[config.mk]
export PLATFORM = sky130hd
export DESIGN_NAME = pcm_clock_manager
export DESIGN_NICKNAME = d
export VERILOG_FILES = /design/src/hdl/pcm_pkg.sv /design/src/hdl/pcm_clock_manager.sv /design/src/hdl/pcm_sync.sv /design/src/hdl/pcm_power_ctl.sv
export SDC_FILE = /design/constraint.sdc
export NUM_CORES = 1
export LEC_CHECK = 0
export BUFFER_PORTS_ARGS = -buffer_cell sky130_fd_sc_hd__buf_2
export CAP_MARGIN = 20
export CORE_UTILIZATION = 45
export DETAILED_ROUTE_END_ITERATION = 16
export GPL_TIMING_DRIVEN = 1
export HOLD_SLACK_MARGIN = 0.06
export MAX_ROUTING_LAYER = met4
export PLACE_DENSITY = 0.68
export SETUP_SLACK_MARGIN = 0.3
export SYNTH_ARGS = -nofsm -noshare
export SYNTH_HDL_FRONTEND = slang
export SYNTH_SLANG_ARGS = --single-unit
[constraint.sdc]
create_clock -name clk_i -period 2.9 [get_ports clk_i]
set_clock_uncertainty 0.2 [all_clocks]
set_input_delay 0.435 -clock clk_i [delete_from_list [all_inputs] [get_ports clk_i]]
set_output_delay 0.435 -clock clk_i [all_outputs]
set_load 0.02 [all_outputs]
[src/hdl/pcm_pkg.sv]
// package: register map, field layouts and types of the power and clock manager
package pcm_pkg;
// ==========================================================================
// Summary of operation
// a one in the clock-enable register starts that peripheral clock; zero does nothing
// a one in the clock-disable register stops that peripheral clock; zero does nothing
// clock state register reads one per running clock, all zeros after reset
// bypass bit picks crystal when zero, external clock on input pin when one
// software never sets oscillator enable and bypass together
// clock output pin carries master clock unless the output-off bit floats it
// divider codes 0 to 6 divide by 1, 2, 4 up to 64; code 7 reserved
// factor zero turns the PLL off; 1 to 63 multiply by factor plus one
// source field 15:14 picks slow clock, main oscillator or PLL; 3 reserved
// enabling the oscillator loads its counter from a nonzero count, in slow/8 periods
// changing the PLL factor loads the lock counter when factor and count are nonzero
// software programs the PLL lock count with at least 2
// power-off command drives the alarm pin per the power-off selection
// wake-ack command drives the alarm pin per the wake-ack selection
// both commands in one write: the wake-ack state wins
// power-off selection bits 1:0 give high-z, low, high; 3 reserved
// wake-ack selection bits 3:2 give high-z, low, high; 3 reserved
// alarm wake enable bit 4 lets an alarm cause a wake-up
// alarm power-off bit 5 lets an alarm power off, only without alarm wake
// wake edge bits 7:6 detect none, rising, falling or both edges
// only the backup reset sets the power mode register, to 0x1
// oscillator stable flag sets at counter zero, clears when off or settling
// lock flag sets at counter zero, clears while oscillator or PLL unsettled
// peripheral clocks stop and restart at once and are off after reset
// unassigned peripheral bits ignore writes and read zero
// software avoids reserved codes in divider, source and pin selections

// ==========================================================================
// register offsets (byte addresses)
localparam logic [7:0] OFF_CLK_ENABLE = 8'h10;
localparam logic [7:0] OFF_CLK_DISABLE = 8'h14;
localparam logic [7:0] OFF_CLK_STATE = 8'h18;
localparam logic [7:0] OFF_CLK_GEN_CFG = 8'h20;
localparam logic [7:0] OFF_POWER_CMD = 8'h28;
localparam logic [7:0] OFF_POWER_MODE = 8'h2c;
localparam logic [7:0] OFF_STATUS_FLAGS = 8'h30;

// ==========================================================================
// reset values, masks, field positions, timing
localparam logic [31:0] CLK_STATE_RST = 32'h0000_0000;
localparam logic [31:0] CLK_GEN_CFG_RST = 32'h0000_0000;
localparam logic [7:0] POWER_MODE_RST = 8'h01;
localparam logic [31:0] PERIPH_MASK = 32'h0007_effc;
localparam logic [31:0] CLK_GEN_CFG_MASK = 32'h3fff_ff77;
localparam int PCMD_POWER_OFF_BIT = 0;
localparam int PCMD_WAKE_ACK_BIT = 1;
localparam int STAT_OSC_BIT = 0;
localparam int STAT_LOCK_BIT = 1;
localparam logic [2:0] OSC_TICK_LAST = 3'h7;

// ==========================================================================
// encodings and carriers
typedef enum logic [1:0] {
    SRC_SLOW = 2'h0,
    SRC_OSC = 2'h1,
    SRC_PLL = 2'h2,
    SRC_RSV = 2'h3
} pcm_src_e;

typedef enum logic [1:0] {
    DRV_HIZ = 2'h0,
    DRV_LOW = 2'h1,
    DRV_HIGH = 2'h2,
    DRV_RSV = 2'h3
} pcm_drive_e;

typedef enum logic [1:0] {
    EDGE_NONE = 2'h0,
    EDGE_RISE = 2'h1,
    EDGE_FALL = 2'h2,
    EDGE_BOTH = 2'h3
} pcm_edge_e;

typedef struct packed {
    logic [1:0] rsv_hi;
    logic [5:0] pll_settle_count;
    logic [7:0] osc_startup_count;
    pcm_src_e clock_source_select;
    logic [5:0] pll_factor;
    logic rsv_7;
    logic [2:0] clock_divider_select;
    logic rsv_3;
    logic clock_output_off;
    logic main_oscillator_on;
    logic oscillator_bypass;
} pcm_clk_cfg_s;

typedef struct packed {
    pcm_edge_e wake_edge_select;
    logic alarm_power_off_enable;
    logic alarm_wake_enable;
    pcm_drive_e wake_ack_output_select;
    pcm_drive_e power_off_output_select;
} pcm_power_mode_s;

typedef struct packed {
    logic cmd_we;
    logic mode_we;
    logic [7:0] data;
} pcm_power_wr_s;

endpackage : pcm_pkg

[src/hdl/pcm_clock_manager.sv]
// power and clock manager: peripheral gates, clock generator control, APB registers
`timescale 1ns/1ps
module pcm_clock_manager import pcm_pkg::*; (
    input wire logic clk_i,
    input wire logic resetn_i,
    input wire logic backup_resetn_i,
    // APB slave
    input wire logic psel_i,
    input wire logic penable_i,
    input wire logic pwrite_i,
    input wire logic [7:0] paddr_i,
    input wire logic [31:0] pwdata_i,
    output logic [31:0] prdata_o,
    output logic pready_o,
    output logic pslverr_o,
    // clock inputs from pins and the analog macros
    input wire logic slow_clk_i,
    input wire logic osc_clk_i,
    input wire logic pll_clk_i,
    // backup-domain pins
    input wire logic wake_pin_i,
    input wire logic rtc_alarm_i,
    // controls and status
    output logic [31:0] periph_clk_en_o,
    output logic main_oscillator_on_o,
    output logic oscillator_bypass_o,
    output logic [5:0] pll_factor_o,
    output logic master_clk_o,
    output logic clock_output_pin_o,
    output logic clock_output_pin_oe_o,
    output logic power_off_alarm_pin_o,
    output logic power_off_alarm_pin_oe_o,
    output logic oscillator_stable_flag_o,
    output logic pll_lock_o
);
    // ======================================================================
    // state
    typedef struct packed {
        logic [31:0] periph_clk;
        pcm_clk_cfg_s cfg;
        logic [7:0] osc_cnt;
        logic [2:0] osc_tick;
        logic [5:0] pll_cnt;
        logic osc_stable;
        logic pll_lock;
        logic slow_prev;
        logic src_prev;
        logic [5:0] div_cnt;
        logic mclk;
        logic [31:0] rdata;
        logic err;
    } pcm_main_st_s;

    pcm_main_st_s q;
    pcm_main_st_s d;

    logic [2:0] clk_s;
    logic setup;
    logic access;
    logic wr;
    logic slow_rise;
    logic src;
    logic src_rise;
    logic osc_usable;
    logic [31:0] wmask;
    pcm_clk_cfg_s wcfg;
    pcm_power_mode_s pmode;
    pcm_power_wr_s pwr_wr;

    // ======================================================================
    // pin clocks are sampled, never used as clocks here
    pcm_sync #(.W(3)) u_clk_sync (
        .clk_i(clk_i),
        .resetn_i(resetn_i),
        .async_i({pll_clk_i, osc_clk_i, slow_clk_i}),
        .sync_o(clk_s)
    );

    // ======================================================================
    // backup-powered alarm pin logic; it keeps its state over a main reset
    pcm_power_ctl u_power (
        .clk_i(clk_i),
        .backup_resetn_i(backup_resetn_i),
        .wr_i(pwr_wr),
        .wake_pin_i(wake_pin_i),
        .rtc_alarm_i(rtc_alarm_i),
        .mode_o(pmode),
        .pin_o(power_off_alarm_pin_o),
        .pin_oe_o(power_off_alarm_pin_oe_o)
    );

    // ======================================================================
    // bus decode
    assign setup = psel_i & ~penable_i;
    assign access = psel_i & penable_i;
    assign wr = access & pwrite_i;
    assign wmask = pwdata_i & PERIPH_MASK;
    assign wcfg = pcm_clk_cfg_s'(pwdata_i & CLK_GEN_CFG_MASK);

    always_comb begin
        pwr_wr.cmd_we = wr && (paddr_i == OFF_POWER_CMD);
        pwr_wr.mode_we = wr && (paddr_i == OFF_POWER_MODE);
        pwr_wr.data = pwdata_i[7:0];
    end

    // ======================================================================
    // next state
    always_comb begin
        d = q;

        // peripheral clock gates act on the write edge itself
        if (wr && paddr_i == OFF_CLK_ENABLE) begin
            d.periph_clk = q.periph_clk | wmask; // see R1
        end
        if (wr && paddr_i == OFF_CLK_DISABLE) begin
            d.periph_clk = q.periph_clk & ~wmask; // see R2
        end

        if (wr && paddr_i == OFF_CLK_GEN_CFG) begin
            d.cfg = wcfg;
        end

        // slow clock tick and its divide-by-8 for the oscillator timer
        d.slow_prev = clk_s[0];
        slow_rise = clk_s[0] & ~q.slow_prev;
        if (slow_rise) begin
            d.osc_tick = q.osc_tick + 3'h1;
        end

        // oscillator start-up timer
        if (slow_rise && q.osc_tick == OSC_TICK_LAST && q.osc_cnt != 8'h00) begin
            d.osc_cnt = q.osc_cnt - 8'h01;
        end
        if (d.cfg.main_oscillator_on && !q.cfg.main_oscillator_on
            && d.cfg.osc_startup_count != 8'h00) begin
            d.osc_cnt = d.cfg.osc_startup_count;
        end
        // a stopped oscillator forgets any half-done count
        if (!d.cfg.main_oscillator_on) begin
            d.osc_cnt = 8'h00;
        end
        d.osc_stable = d.cfg.main_oscillator_on && (d.osc_cnt == 8'h00);

        // PLL lock timer, counted in whole slow clock periods
        if (slow_rise && q.pll_cnt != 6'h00) begin
            d.pll_cnt = q.pll_cnt - 6'h01;
        end
        if (d.cfg.pll_factor != q.cfg.pll_factor && d.cfg.pll_factor != 6'h00
            && d.cfg.pll_settle_count != 6'h00) begin
            d.pll_cnt = d.cfg.pll_settle_count;
        end
        if (d.cfg.pll_factor == 6'h00) begin
            d.pll_cnt = 6'h00;
        end
        // a bypassed input counts as a settled reference for the PLL
        d.pll_lock = (d.cfg.pll_factor != 6'h00) && (d.pll_cnt == 6'h00)
            && (d.osc_stable || d.cfg.oscillator_bypass);

        // source select; an unsettled source is held low to avoid runt edges
        osc_usable = q.osc_stable | q.cfg.oscillator_bypass;
        unique case (q.cfg.clock_source_select)
            SRC_SLOW: src = clk_s[0];
            SRC_OSC: src = clk_s[1] & osc_usable;
            SRC_PLL: src = clk_s[2] & q.pll_lock;
            SRC_RSV: src = 1'b0;
        endcase

        // prescaler: bit n-1 of an edge counter divides by 2 to the n
        d.src_prev = src;
        src_rise = src & ~q.src_prev;
        if (src_rise) begin
            d.div_cnt = q.div_cnt + 6'h01;
        end
        unique case (q.cfg.clock_divider_select)
            3'h0: d.mclk = src;
            3'h7: d.mclk = 1'b0;
            default: d.mclk = q.div_cnt[q.cfg.clock_divider_select - 3'h1];
        endcase

        // read data is latched in the setup cycle, so the access is zero-wait
        if (setup) begin
            d.rdata = 32'h0000_0000;
            d.err = 1'b0;
            unique case (paddr_i)
                OFF_CLK_ENABLE, OFF_CLK_DISABLE, OFF_POWER_CMD: d.rdata = 32'h0000_0000;
                OFF_CLK_STATE: d.rdata = q.periph_clk;
                OFF_CLK_GEN_CFG: d.rdata = q.cfg;
                OFF_POWER_MODE: d.rdata = {24'h00_0000, pmode};
                OFF_STATUS_FLAGS: begin
                    d.rdata[STAT_OSC_BIT] = q.osc_stable;
                    d.rdata[STAT_LOCK_BIT] = q.pll_lock;
                end
                default: d.err = 1'b1;
            endcase
        end
    end

    // ======================================================================
    // registers
    always_ff @(posedge clk_i or negedge resetn_i) begin
        if (!resetn_i) begin
            q <= '0;
            q.periph_clk <= CLK_STATE_RST;
            q.cfg <= pcm_clk_cfg_s'(CLK_GEN_CFG_RST);
        end else begin
            q <= d;
        end
    end

    // ======================================================================
    // outputs
    assign prdata_o = q.rdata;
    assign pready_o = 1'b1;
    assign pslverr_o = q.err;
    assign periph_clk_en_o = q.periph_clk;
    assign main_oscillator_on_o = q.cfg.main_oscillator_on;
    assign oscillator_bypass_o = q.cfg.oscillator_bypass;
    assign pll_factor_o = q.cfg.pll_factor;
    assign master_clk_o = q.mclk;
    assign clock_output_pin_o = q.mclk;
    assign clock_output_pin_oe_o = ~q.cfg.clock_output_off;
    assign oscillator_stable_flag_o = q.osc_stable;
    assign pll_lock_o = q.pll_lock;
endmodule : pcm_clock_manager

[src/hdl/pcm_sync.sv]
// two-flop synchroniser for levels entering from pins
`timescale 1ns/1ps
module pcm_sync #(
    parameter int W = 1
) (
    input wire logic clk_i,
    input wire logic resetn_i,
    input wire logic [W-1:0] async_i,
    output logic [W-1:0] sync_o
);
    typedef struct packed {
        logic [W-1:0] meta;
        logic [W-1:0] sync;
    } pcm_sync_st_s;

    pcm_sync_st_s q;
    pcm_sync_st_s d;

    always_comb begin
        d.meta = async_i;
        d.sync = q.meta;
    end

    always_ff @(posedge clk_i or negedge resetn_i) begin
        if (!resetn_i) begin
            q <= '0;
        end else begin
            q <= d;
        end
    end

    assign sync_o = q.sync;
endmodule : pcm_sync

[src/hdl/pcm_power_ctl.sv]
// battery-backed power-off / wake-up logic driving the alarm pin
`timescale 1ns/1ps
module pcm_power_ctl import pcm_pkg::*; (
    input wire logic clk_i,
    input wire logic backup_resetn_i,
    input wire pcm_power_wr_s wr_i,
    input wire logic wake_pin_i,
    input wire logic rtc_alarm_i,
    output pcm_power_mode_s mode_o,
    output logic pin_o,
    output logic pin_oe_o
);
    typedef struct packed {
        pcm_power_mode_s mode;
        logic wake_prev;
        logic alarm_prev;
        logic pin;
        logic pin_oe;
    } pcm_pwr_st_s;

    pcm_pwr_st_s q;
    pcm_pwr_st_s d;
    logic [1:0] ins_s;
    logic wake_hit;
    logic alarm_hit;
    logic go;
    pcm_drive_e sel;

    pcm_sync #(.W(2)) u_sync (
        .clk_i(clk_i),
        .resetn_i(backup_resetn_i),
        .async_i({rtc_alarm_i, wake_pin_i}),
        .sync_o(ins_s)
    );

    always_comb begin
        d = q;
        d.wake_prev = ins_s[0];
        d.alarm_prev = ins_s[1];
        alarm_hit = ins_s[1] & ~q.alarm_prev;
        unique case (q.mode.wake_edge_select)
            EDGE_NONE: wake_hit = 1'b0;
            EDGE_RISE: wake_hit = ins_s[0] & ~q.wake_prev;
            EDGE_FALL: wake_hit = ~ins_s[0] & q.wake_prev;
            EDGE_BOTH: wake_hit = ins_s[0] ^ q.wake_prev;
        endcase
        if (wr_i.mode_we) begin
            d.mode = pcm_power_mode_s'(wr_i.data);
        end
        go = 1'b0;
        sel = DRV_HIZ;
        if ((wr_i.cmd_we && wr_i.data[PCMD_POWER_OFF_BIT])
            || (alarm_hit && !q.mode.alarm_wake_enable && q.mode.alarm_power_off_enable)) begin // see R13
            go = 1'b1;
            sel = q.mode.power_off_output_select;
        end
        // wake-ack comes last so it wins a tie against power-off, whether each comes from a command or a pin event
        if ((wr_i.cmd_we && wr_i.data[PCMD_WAKE_ACK_BIT]) || wake_hit
            || (alarm_hit && q.mode.alarm_wake_enable)) begin // see R14 see R15
            go = 1'b1;
            sel = q.mode.wake_ack_output_select;
        end
        if (go) begin
            unique case (sel) // see R16
                DRV_HIZ: d.pin_oe = 1'b0;
                DRV_LOW: {d.pin_oe, d.pin} = 2'b10;
                DRV_HIGH: {d.pin_oe, d.pin} = 2'b11;
                DRV_RSV: d.pin_oe = q.pin_oe;
            endcase
        end
    end

    always_ff @(posedge clk_i or negedge backup_resetn_i) begin
        if (!backup_resetn_i) begin
            q <= '0;
            q.mode <= pcm_power_mode_s'(POWER_MODE_RST);
        end else begin
            q <= d;
        end
    end

    assign mode_o = q.mode;
    assign pin_o = q.pin;
    assign pin_oe_o = q.pin_oe;
endmodule : pcm_power_ctl

## After elaboration in Yosys (flattened, before gate mapping)

Cells that the tools add are included.

- Bits in registers: 143
- Output and inout port bits: 81

- Equality and inequality tests: 19
- Reductions and logical operators: 44
- Add/sub/neg operators: 5
- Bitwise gates (word level): 23
- $lt $le $gt $ge: 1
- Muxes and demuxes: 23

Operators with widths:

| kind | count |
|---|---|
| $pmux W30 S3 | 1 |
| $mux W32 | 2 |
| $and A32 B32 Y32 | 1 |
| $eq A8 B6 Y1 const B | 4 |
| $not A19 Y32 | 1 |
| $or A32 B19 Y32 | 1 |
| $mux W30 | 1 |
| $eq A8 B5 Y1 const B | 3 |
| $mux W8 | 3 |
| $logic_and A1 B1 Y1 | 20 |
| $mux W6 | 3 |
| $reduce_bool A6 Y1 | 3 |
| $reduce_bool A8 Y1 | 2 |
| $eq A2 B2 Y1 const B | 6 |
| $logic_not A6 Y1 | 2 |
| $and A1 B1 Y1 | 10 |
| $logic_not A8 Y1 | 1 |
| $not A1 Y1 | 8 |
| $pmux W1 S4 | 2 |
| $pmux W2 S4 | 1 |
| $sub A8 B1 Y8 const B | 1 |
| $reduce_or A7 Y1 | 1 |
| $add A6 B1 Y6 const B | 1 |
| $eq A2 B1 Y1 const B | 3 |
| 19 further kinds | 34 |

## Depth between registers and ports, before layout

Gate-level depths: netlist of run 1.

- Depth after elaboration: 12
- Gate-level depth with buffers: 10
- Mapped depth without buffers: 10

## By module

From an unflattened synthesis of run 1, not the netlist that was laid out.

- Cell total of the unflattened synthesis: 628
- Area total of the unflattened synthesis: 6,470.0 sq um

By module, submodules not included:

| module | seq. area each (sq um) | times used | cells an instance | area an instance (sq um) |
|---|---|---|---|---|
| pcm_clock_manager | 2,577.5 | 1 | 564 | 5,565.3 |
| pcm_power_ctl | 301.5 | 1 | 54 | 654.4 |
| pcm_sync (u_clk_sync) | 150.1 | 1 | 6 | 150.1 |
| pcm_sync (u_power.u_sync) | 100.1 | 1 | 4 | 100.1 |

## Worst setup path after synthesis of run 1

OpenSTA, ideal clock, no wires.

- Path type: input to register
- Start: in paddr_i[4]
- End: reg u_power.q, in the netlist u_power.pin_o
- Library setup time: 0.125 ns
- Path buffers: 1
- Slack: 0.054 ns
- Stages: 9
- Data arrival time: 2.521 ns
- Cells stage by stage: or4b_1 > buf_2 > nor4_1 > a211o_1 > nor2_1 > a22o_1 > ha_1 > nand2b_1 > mux2_2

- Longest elaborated chain between the ends: 9
- Elaborated cells between the ends (all ways): 16
- Classes of those cells: 3 x eq/ne; 5 x mux; 8 x reduce/logical

Ends and longest elaborated chain:

| what | line | text |
|---|---|---|
| start: declaration | pcm_clock_manager.sv:11 | `input wire logic [7:0] paddr_i,` |
| $eq A8 B6 Y1 * | pcm_clock_manager.sv:101 | `pwr_wr.cmd_we = wr && (paddr_i == OFF_POWER_CMD);` |
| $logic_and A1 B1 Y1 * | pcm_clock_manager.sv:101 |  |
| $logic_and A1 B1 Y1, on equally long branches | pcm_power_ctl.sv:52, pcm_power_ctl.sv:58 |  |
| $logic_or A1 B1 Y1, on equally long branches | pcm_power_ctl.sv:53, pcm_power_ctl.sv:58 |  |
| $mux W2 / $logic_or A1 B1 Y1 (equally long branches) | pcm_power_ctl.sv:52, pcm_power_ctl.sv:59 |  |
| $mux W2 | pcm_power_ctl.sv:58 | `if ((wr_i.cmd_we && wr_i.data[PCMD_WAKE_ACK_BIT]) \|\| wake_hit` |
| $eq A2 B1 Y1 / $eq A2 B2 Y1 (equally long branches) | pcm_power_ctl.sv:64 | `unique case (sel)` |
| $reduce_bool A2 Y1 (no source line) | -- |  |
| $reduce_and A2 Y1 (no source line) | -- |  |
| end: declaration | pcm_power_ctl.sv:21 | `pcm_pwr_st_s q;` |

Mark *: on every way between the ends. The rest lies on a longest branch, timed or not.
A chain may end at the register's enable or synchronous reset.

## Final worst setup path of run 1

- Start: reg u_power.q[3] in the netlist's numbering
- End: reg u_power.q, in the netlist u_power.pin_o

- Longest elaborated chain between the ends: 9
- Elaborated cells between the ends (all ways): 14
- Classes of those cells: 2 x eq/ne; 4 x mux; 4 x bitwise; 4 x reduce/logical

Ends and longest elaborated chain:

| what | line | text |
|---|---|---|
| $not A1 Y1 | pcm_power_ctl.sv:43 | `EDGE_RISE: wake_hit = ins_s[0] & ~q.wake_prev;` |
| $and A1 B1 Y1 | pcm_power_ctl.sv:43 |  |
| $pmux W1 S4 * | pcm_power_ctl.sv:41 | `unique case (q.mode.wake_edge_select)` |
| $logic_or A1 B1 Y1 * | pcm_power_ctl.sv:58 |  |
| $logic_or A1 B1 Y1 * | pcm_power_ctl.sv:59 | `\|\| (alarm_hit && q.mode.alarm_wake_enable)) begin` |
| $mux W2 | pcm_power_ctl.sv:58 |  |
| $eq A2 B1 Y1 / $eq A2 B2 Y1 (equally long branches) | pcm_power_ctl.sv:64 |  |
| $reduce_bool A2 Y1 (no source line) | -- |  |
| $reduce_and A2 Y1 (no source line) | -- |  |

Marks and branches as above.

==> results.toml, run 1 <==
[yosys]
synth.cell_area_mm2 = 0.00639
yosys_warnings = 0
synth-seq-area-share = 0.490
synthAdderAreaFrac = 0.0274
synth_edf_count = 0
synth_cell_types = 58
ys_ff_latch = 125
synth_top_family_by_area = "simple AND/OR/NAND/NOR gates"
syn_area_per_cell_um2 = 9.44
synth_compound_area_frac = 0.0903
syn_inst = 677
synth_xor_area_frac = 0.0247
synth_async_sr_flop_share = 1.00
synth-simple-area-share = 0.205
synth_flop_cell = "dfrtp_1"
synthMuxAreaShare = 0.0531

[worst_setup_path]
worstPathCellList = "ha_1 -> nand2b_4 -> a31oi_4 -> a211o_1 -> buf_6 -> a22o_4 -> ha_4 -> nand2b_4 -> mux2_4"
crit_required_ns = 2.99
crit_buf_inv = 1
crit_path_max_incr_delay_ns = 0.39
worstPathArrival_ns = 2.68
end_kind = "flop"
critPathKind = "reg2reg"
crit_fanout = 3
slowest_stage = "dfrtp_1"
critPathLaunchType = "flop"
path_delay_family = "compound AO/OA/AOI/OAI gates"
path_common_cell = "nand2b_4"

[cts]
h-tree-depth = 4
ctsLongestPathBuffers = 2
tritoncts = "yes"
numCtsBuffers = 17
cts_root_buffer = "clkbuf_16"
numClockSinks = 125
worstSkewPairLatency_ns = 0.42
clk_pin_slew_ns = 0.06

[power_and_ir_drop]
p_total_mw = 4.53
peakVddDrop_uv = 294
p_per_area_mw_per_mm2 = 588
leakage_nw = 3.90

[global_route]
grt_pass1_wl_um = 26000
grt-ovfl-total = 0
grt_util_all_layers = 0.241
grt_pass1_vias = 5029
grt_max_degree = 61
grt_antenna_before_repair = 0

[detailed_routing]
wl_per_cell_um = 17.0
wirelength_um = 16300
vias = 5087
avgViaCountPerCell = 5.30
drt-initial-drc-count = 278
drtAntennaViolNets = 0
drc_errors = 0
drtPass1Iterations = 5

[min_path]
hold_path_class = "in2reg"

[layout]
antenna_cells = 0
syn2layout_area_growth_pct = 20.6
drive_gt1_frac = 0.278
finalCoreUtilization = 0.555
fin_area_mm2 = 0.00771
fin_nets = 833
nFillCells = 1257

[sta]
rsz0062_at_grt = "false"
finalMaxSlewViolations = 0
worst_slew_pin_slew_ns = 0.824
hold_viol_final = 0
layout_worst_path_cycle_share = 0.890
timing.slew.headroom = 0.451
fmax_mhz = 387
fin_crit_ns = 2.58
setup_slack_ns = 0.319
setup_violations = 0

[floorplanning]
die_area_mm2 = 0.0147
die_x_um = 121
core_area_mm2 = 0.0139
initial_core_util = 0.460
dieHeight_um = 121
ios = 132
fp-row-count = 43

[place]
dpl_cell_area_mm2 = 0.00684
dp_slack_ns = -0.0465
hpwl_um = 11500
port_buffers = 110
gp_congestion = 0.888

[outcome]
outcome = "completed"

[job]
drv_cap = 0
## power breakdown
| group | switching, mW | internal [mW] |
|---|---|---|
| clock network | 0.724 | 1.37 |
| registers | 0.0845 | 1.86 |
| logic | 0.290 | 0.209 |
| total | 1.10 | 3.43 |
## cells in the final DEF, fill, tap and decap left out, drive strengths merged, types with 4 or more instances in the layout
cell,n
xnor2,14
mux2i,11
conb,19
a21oi,13
buf,139
or4,4
dfrtp,124
xor2,4
nand2b,6
nor2,56
clkbuf,25
ha,14
nor3,19
nand4,5
a221oi,12
dlygate4sd3,13
nand3,22
mux2,18
nand2,150
inv,14
a222oi,6
nor2b,7
o21ai,32
## final timing paths
kind                                                 end  depth (start not counted)  slack (ns)                 from
max in group asynchronous                          q[78]                          3        1.36             resetn_i
worst max-delay path                       u_power.pin_o                          9        0.32         u_power.q[3]
worst min-delay path                   u_power.mode_o[7]                          2        0.07          pwdata_i[7]
min in group asynchronous            u_power.u_sync.d[1]                          2        0.27      backup_resetn_i
worst max register to register             u_power.pin_o                          9        0.32         u_power.q[3]
worst min register to register  u_power.u_sync.sync_o[0]                          0        0.15  u_power.u_sync.d[0]
## what timing repair did
| item | 4_1_cts | 5_1_grt |
|---|---|---|
| hold buffers | 13 | 0 |
| resized for setup | 3 | 19 |
| setup buffers | 2 | 2 |
| hold endpoints to repair | 85 | 0 |
| setup endpoints to repair | 3 | 4 |
| pin swaps | 1 | 6 |
## through the flow
stage | hold slack [ns] | std cells | setup TNS, ns
final | 0.0726 | 960 | 0
after global routing | 0.0713 | 960 | 0
after CTS | 0.0603 | 958 | 0
after detailed placement | 0.139 | 912 | -0.0465
after global placement | 0.133 | 912 | 0
after floorplan | -0.0606 | 694 | 0
## cell usage after synthesis, types with 2 or more instances
library cell    n  share of area
a221oi_1       12          0.016
or3_1           2         0.0020
dfrtp_1       124           0.49
a222oi_1        6         0.0094
or4_1           4         0.0047
nand4_1         5         0.0049
nand3b_1        3         0.0035
a211oi_1        2         0.0023
buf_1           2         0.0012
ha_1           14          0.027
nor2_1         56          0.033
and3_1          3         0.0029
o21ai_0        31          0.024
conb_1          2         0.0012
nor3_1         18          0.014
nand2b_1        6         0.0059
mux2i_1        11          0.017
buf_4          72          0.085
nand3_1        22          0.017
inv_1          14         0.0082
xnor2_1        14          0.019
and2_1          2         0.0020
nor2b_1         7         0.0069
a22o_1          2         0.0027
or2_2           2         0.0020
and3b_1         2         0.0027
mux2_2         17          0.030
a31oi_1         2         0.0020
a21oi_1        13          0.010
o2111ai_1       3         0.0041
nor4_1          3         0.0029
nand2_1       150          0.088
clkbuf_1       21          0.012
xor2_1          4         0.0055
o211ai_1        2         0.0023
nor4b_1         2         0.0027
## routing by layer
layer,share of wire,vias to the layer above,wire length (um),track usage
met5,0,-,0,-
met4,0.017,0,277,0.0949
met3,0.057,21,927,0.0418
met2,0.48,184,7790,0.375
met1,0.45,2485,7340,0.314
li1,-,2397,-,-
## kinds of logic (layout without fill, tap and decap cells)
group	after synthesis	in the layout
AOI/OAI and AO/OA	84	84
xor gates and xnor gates	18	18
adders and majority gates	14	14
buffers and inverters	111	197
DFF	125	125
muxes	30	30
other	2	19
and+or+nand+nor	293	293
## worst reg2reg max path, stage by stage, from the launching register on
cell	delay [ns]
dfrtp_1	0.39
ha_1	0.29
nand2b_4	0.13
a31oi_4	0.09
a211o_1	0.34
buf_6	0.14
a22o_4	0.25
ha_4	0.28
nand2b_4	0.05
mux2_4	0.29
## cell type report
| cell class | instances | area [um^2] | area share |
|---|---|---|---|
| Sequential cell | 125 | 3130 | 0.406 |
| Multi-Input combinational cell | 458 | 2790 | 0.362 |
| Timing Repair Buffer | 152 | 921 | 0.119 |
| Inverter | 14 | 52.6 | 0.00682 |
| Tap cell | 180 | 225 | 0.0292 |
| Clock buffer | 25 | 505 | 0.0656 |
| Clock inverter | 6 | 82.6 | 0.0107 |
No activity file was read; power rests on OpenSTA's default activity.
==> inputs of run 2 (changes only) <==
--- a/config.mk
+++ b/config.mk
@@ -7,12 +7,12 @@
 export LEC_CHECK = 0
 export BUFFER_PORTS_ARGS = -buffer_cell sky130_fd_sc_hd__buf_2
 export CAP_MARGIN = 20
-export CORE_UTILIZATION = 45
+export CORE_MARGIN = 2
+export CORE_UTILIZATION = 42
 export DETAILED_ROUTE_END_ITERATION = 16
 export GPL_TIMING_DRIVEN = 1
 export HOLD_SLACK_MARGIN = 0.06
 export MAX_ROUTING_LAYER = met4
-export PLACE_DENSITY = 0.68
 export SETUP_SLACK_MARGIN = 0.3
 export SYNTH_ARGS = -nofsm -noshare
 export SYNTH_HDL_FRONTEND = slang
==> results.toml, run 2 (synthesis gave the netlist of run 1 again) <==
[cts]
h-tree-depth = 4
numCtsBuffers = 17
numClockSinks = 125
cts_root_buffer = "clkbuf_16"
worstSkewPairLatency_ns = 0.42
ctsLongestPathBuffers = 2
tritoncts = "yes"
clk_pin_slew_ns = 0.05

[place]
dp_slack_ns = 0.00623
port_buffers = 110
gp_congestion = 0.869
dpl_cell_area_mm2 = 0.00684
hpwl_um = 11700

[sta]
fin_crit_ns = 2.49
worst_slew_pin_slew_ns = 0.819
whs_ns = 0.0769
setup-tns-final_ns = 0
fmax_mhz = 401
finalMaxSlewViolations = 0
timing.slew.headroom = 0.454
hold_viol_final = 0
setup_violations = 0
layout_worst_path_cycle_share = 0.859
rsz0062_at_grt = "false"
setup_slack_ns = 0.408

[worst_setup_path]
worstPathArrival_ns = 2.59
crit_required_ns = 3.00
crit_fanout = 4
r2r_cells = 10
critPathKind = "reg2reg"
end_kind = "flop"
critPathLaunchType = "flop"

[layout]
fin_nets = 830
antenna_cells = 0
layout_common_cells = "150 x nand2_1, 124 x dfrtp_1, 109 x buf_2, 53 x nor2_1, 31 x o21ai_0"
fin_area_mm2 = 0.00765
syn2layout_area_growth_pct = 19.7
layout_commonest_cell = "nand2_1"
drive_gt1_frac = 0.267
nFillCells = 1402

[power_and_ir_drop]
peakVddDrop_uv = 334
leakage_nw = 3.84
p_total_mw = 4.47
p_per_area_mw_per_mm2 = 584

[detailed_routing]
drtPass1Iterations = 6
wl_per_cell_um = 16.7
drtAntennaViolNets = 0
drt-initial-drc-count = 295
avgViaCountPerCell = 5.17
drc_errors = 0
wirelength_um = 16100
vias = 4996

[global_route]
grt_antenna_before_repair = 0
grt_pass1_wl_um = 26400
grt_util_all_layers = 0.218
grt_max_degree = 54
grt_pass1_vias = 4977
grt-ovfl-total = 0

[floorplanning]
die_x_um = 127
die_area_mm2 = 0.0162
fp-row-count = 45
core_area_mm2 = 0.0150
ios = 132
dieHeight_um = 127
initial_core_util = 0.425

[job]
drv_cap = 0

[min_path]
hold_path_class = "in2reg"
hold_depth = 3

[outcome]
outcome = "completed"
==> run 2: cell type report <==
cell class                 count  area, um^2  area share
sequential                   125        3130       0.409
clock buffer                  20         447      0.0584
clock inverter                12         121      0.0159
inverter                      14        52.6     0.00687
timing repair buffer         149         908       0.119
tap                          188         235      0.0308
multi-input combinational    458        2750       0.360
==> run 2: repair_timing <==
item | 4_1_cts | 5_1_grt
buffers inserted | 0 | 2
pin swaps | 0 | 5
gates resized for setup | 2 | 11
endpoints found under the hold margin | 80 | 0
hold buffers | 15 | 0
endpoints found under the setup margin | 2 | 4
==> run 2: layer usage <==
layer / GRT usage / vias to the layer above / part of all wire
met5: - / - / 0
met4: 0.0866 / 0 / 0.020
met3: 0.0427 / 26 / 0.057
met2: 0.338 / 159 / 0.48
met1: 0.285 / 2422 / 0.45
li1: - / 2389 / -
==> run 2: where the power goes <==
part	total, mW	switching [mW]	internal (mW)
Clock	2.03	0.754	1.28
Sequential	1.94	0.0844	1.86
Combinational	0.495	0.287	0.208
Total	4.47	1.13	3.34
==> run 2: worst max-delay path, stage by stage, from the launching register on <==
cell and delay, ns:
dfrtp_1 0.39, buf_4 0.13, ha_1 0.18, nand2b_1 0.11, a31oi_4 0.10, a211o_1 0.29, nor2_2 0.15, a22o_1 0.21
ha_4 0.22, nand2b_1 0.07, mux2_2 0.32
==> run 2: path summary, 6_finish.rpt <==
| path | startpoint | endpoint | slack, ns |
|---|---|---|---|
| max in group asynchronous | resetn_i | prdata_o[7] | 1.42 |
| setup reg to reg | u_power.u_sync.sync_o[0] | u_power.pin_o | 0.41 |
| setup / recovery | u_power.u_sync.sync_o[0] | u_power.pin_o | 0.41 |
| hold reg to reg | u_clk_sync.d[1] | u_clk_sync.sync_o[1] | 0.15 |
| hold / removal | pwdata_i[6] | q[67] | 0.08 |
| min in group asynchronous | backup_resetn_i | u_power.mode_o[3] | 0.29 |
==> run 2: stage by stage <==
stage | std cells | utilization
after detailed placement | 917 | 0.455
after global placement | 917 | 0.455
after global routing | 966 | 0.509
after floorplan | 694 | -
final | 966 | 0.509
after CTS | 964 | 0.503
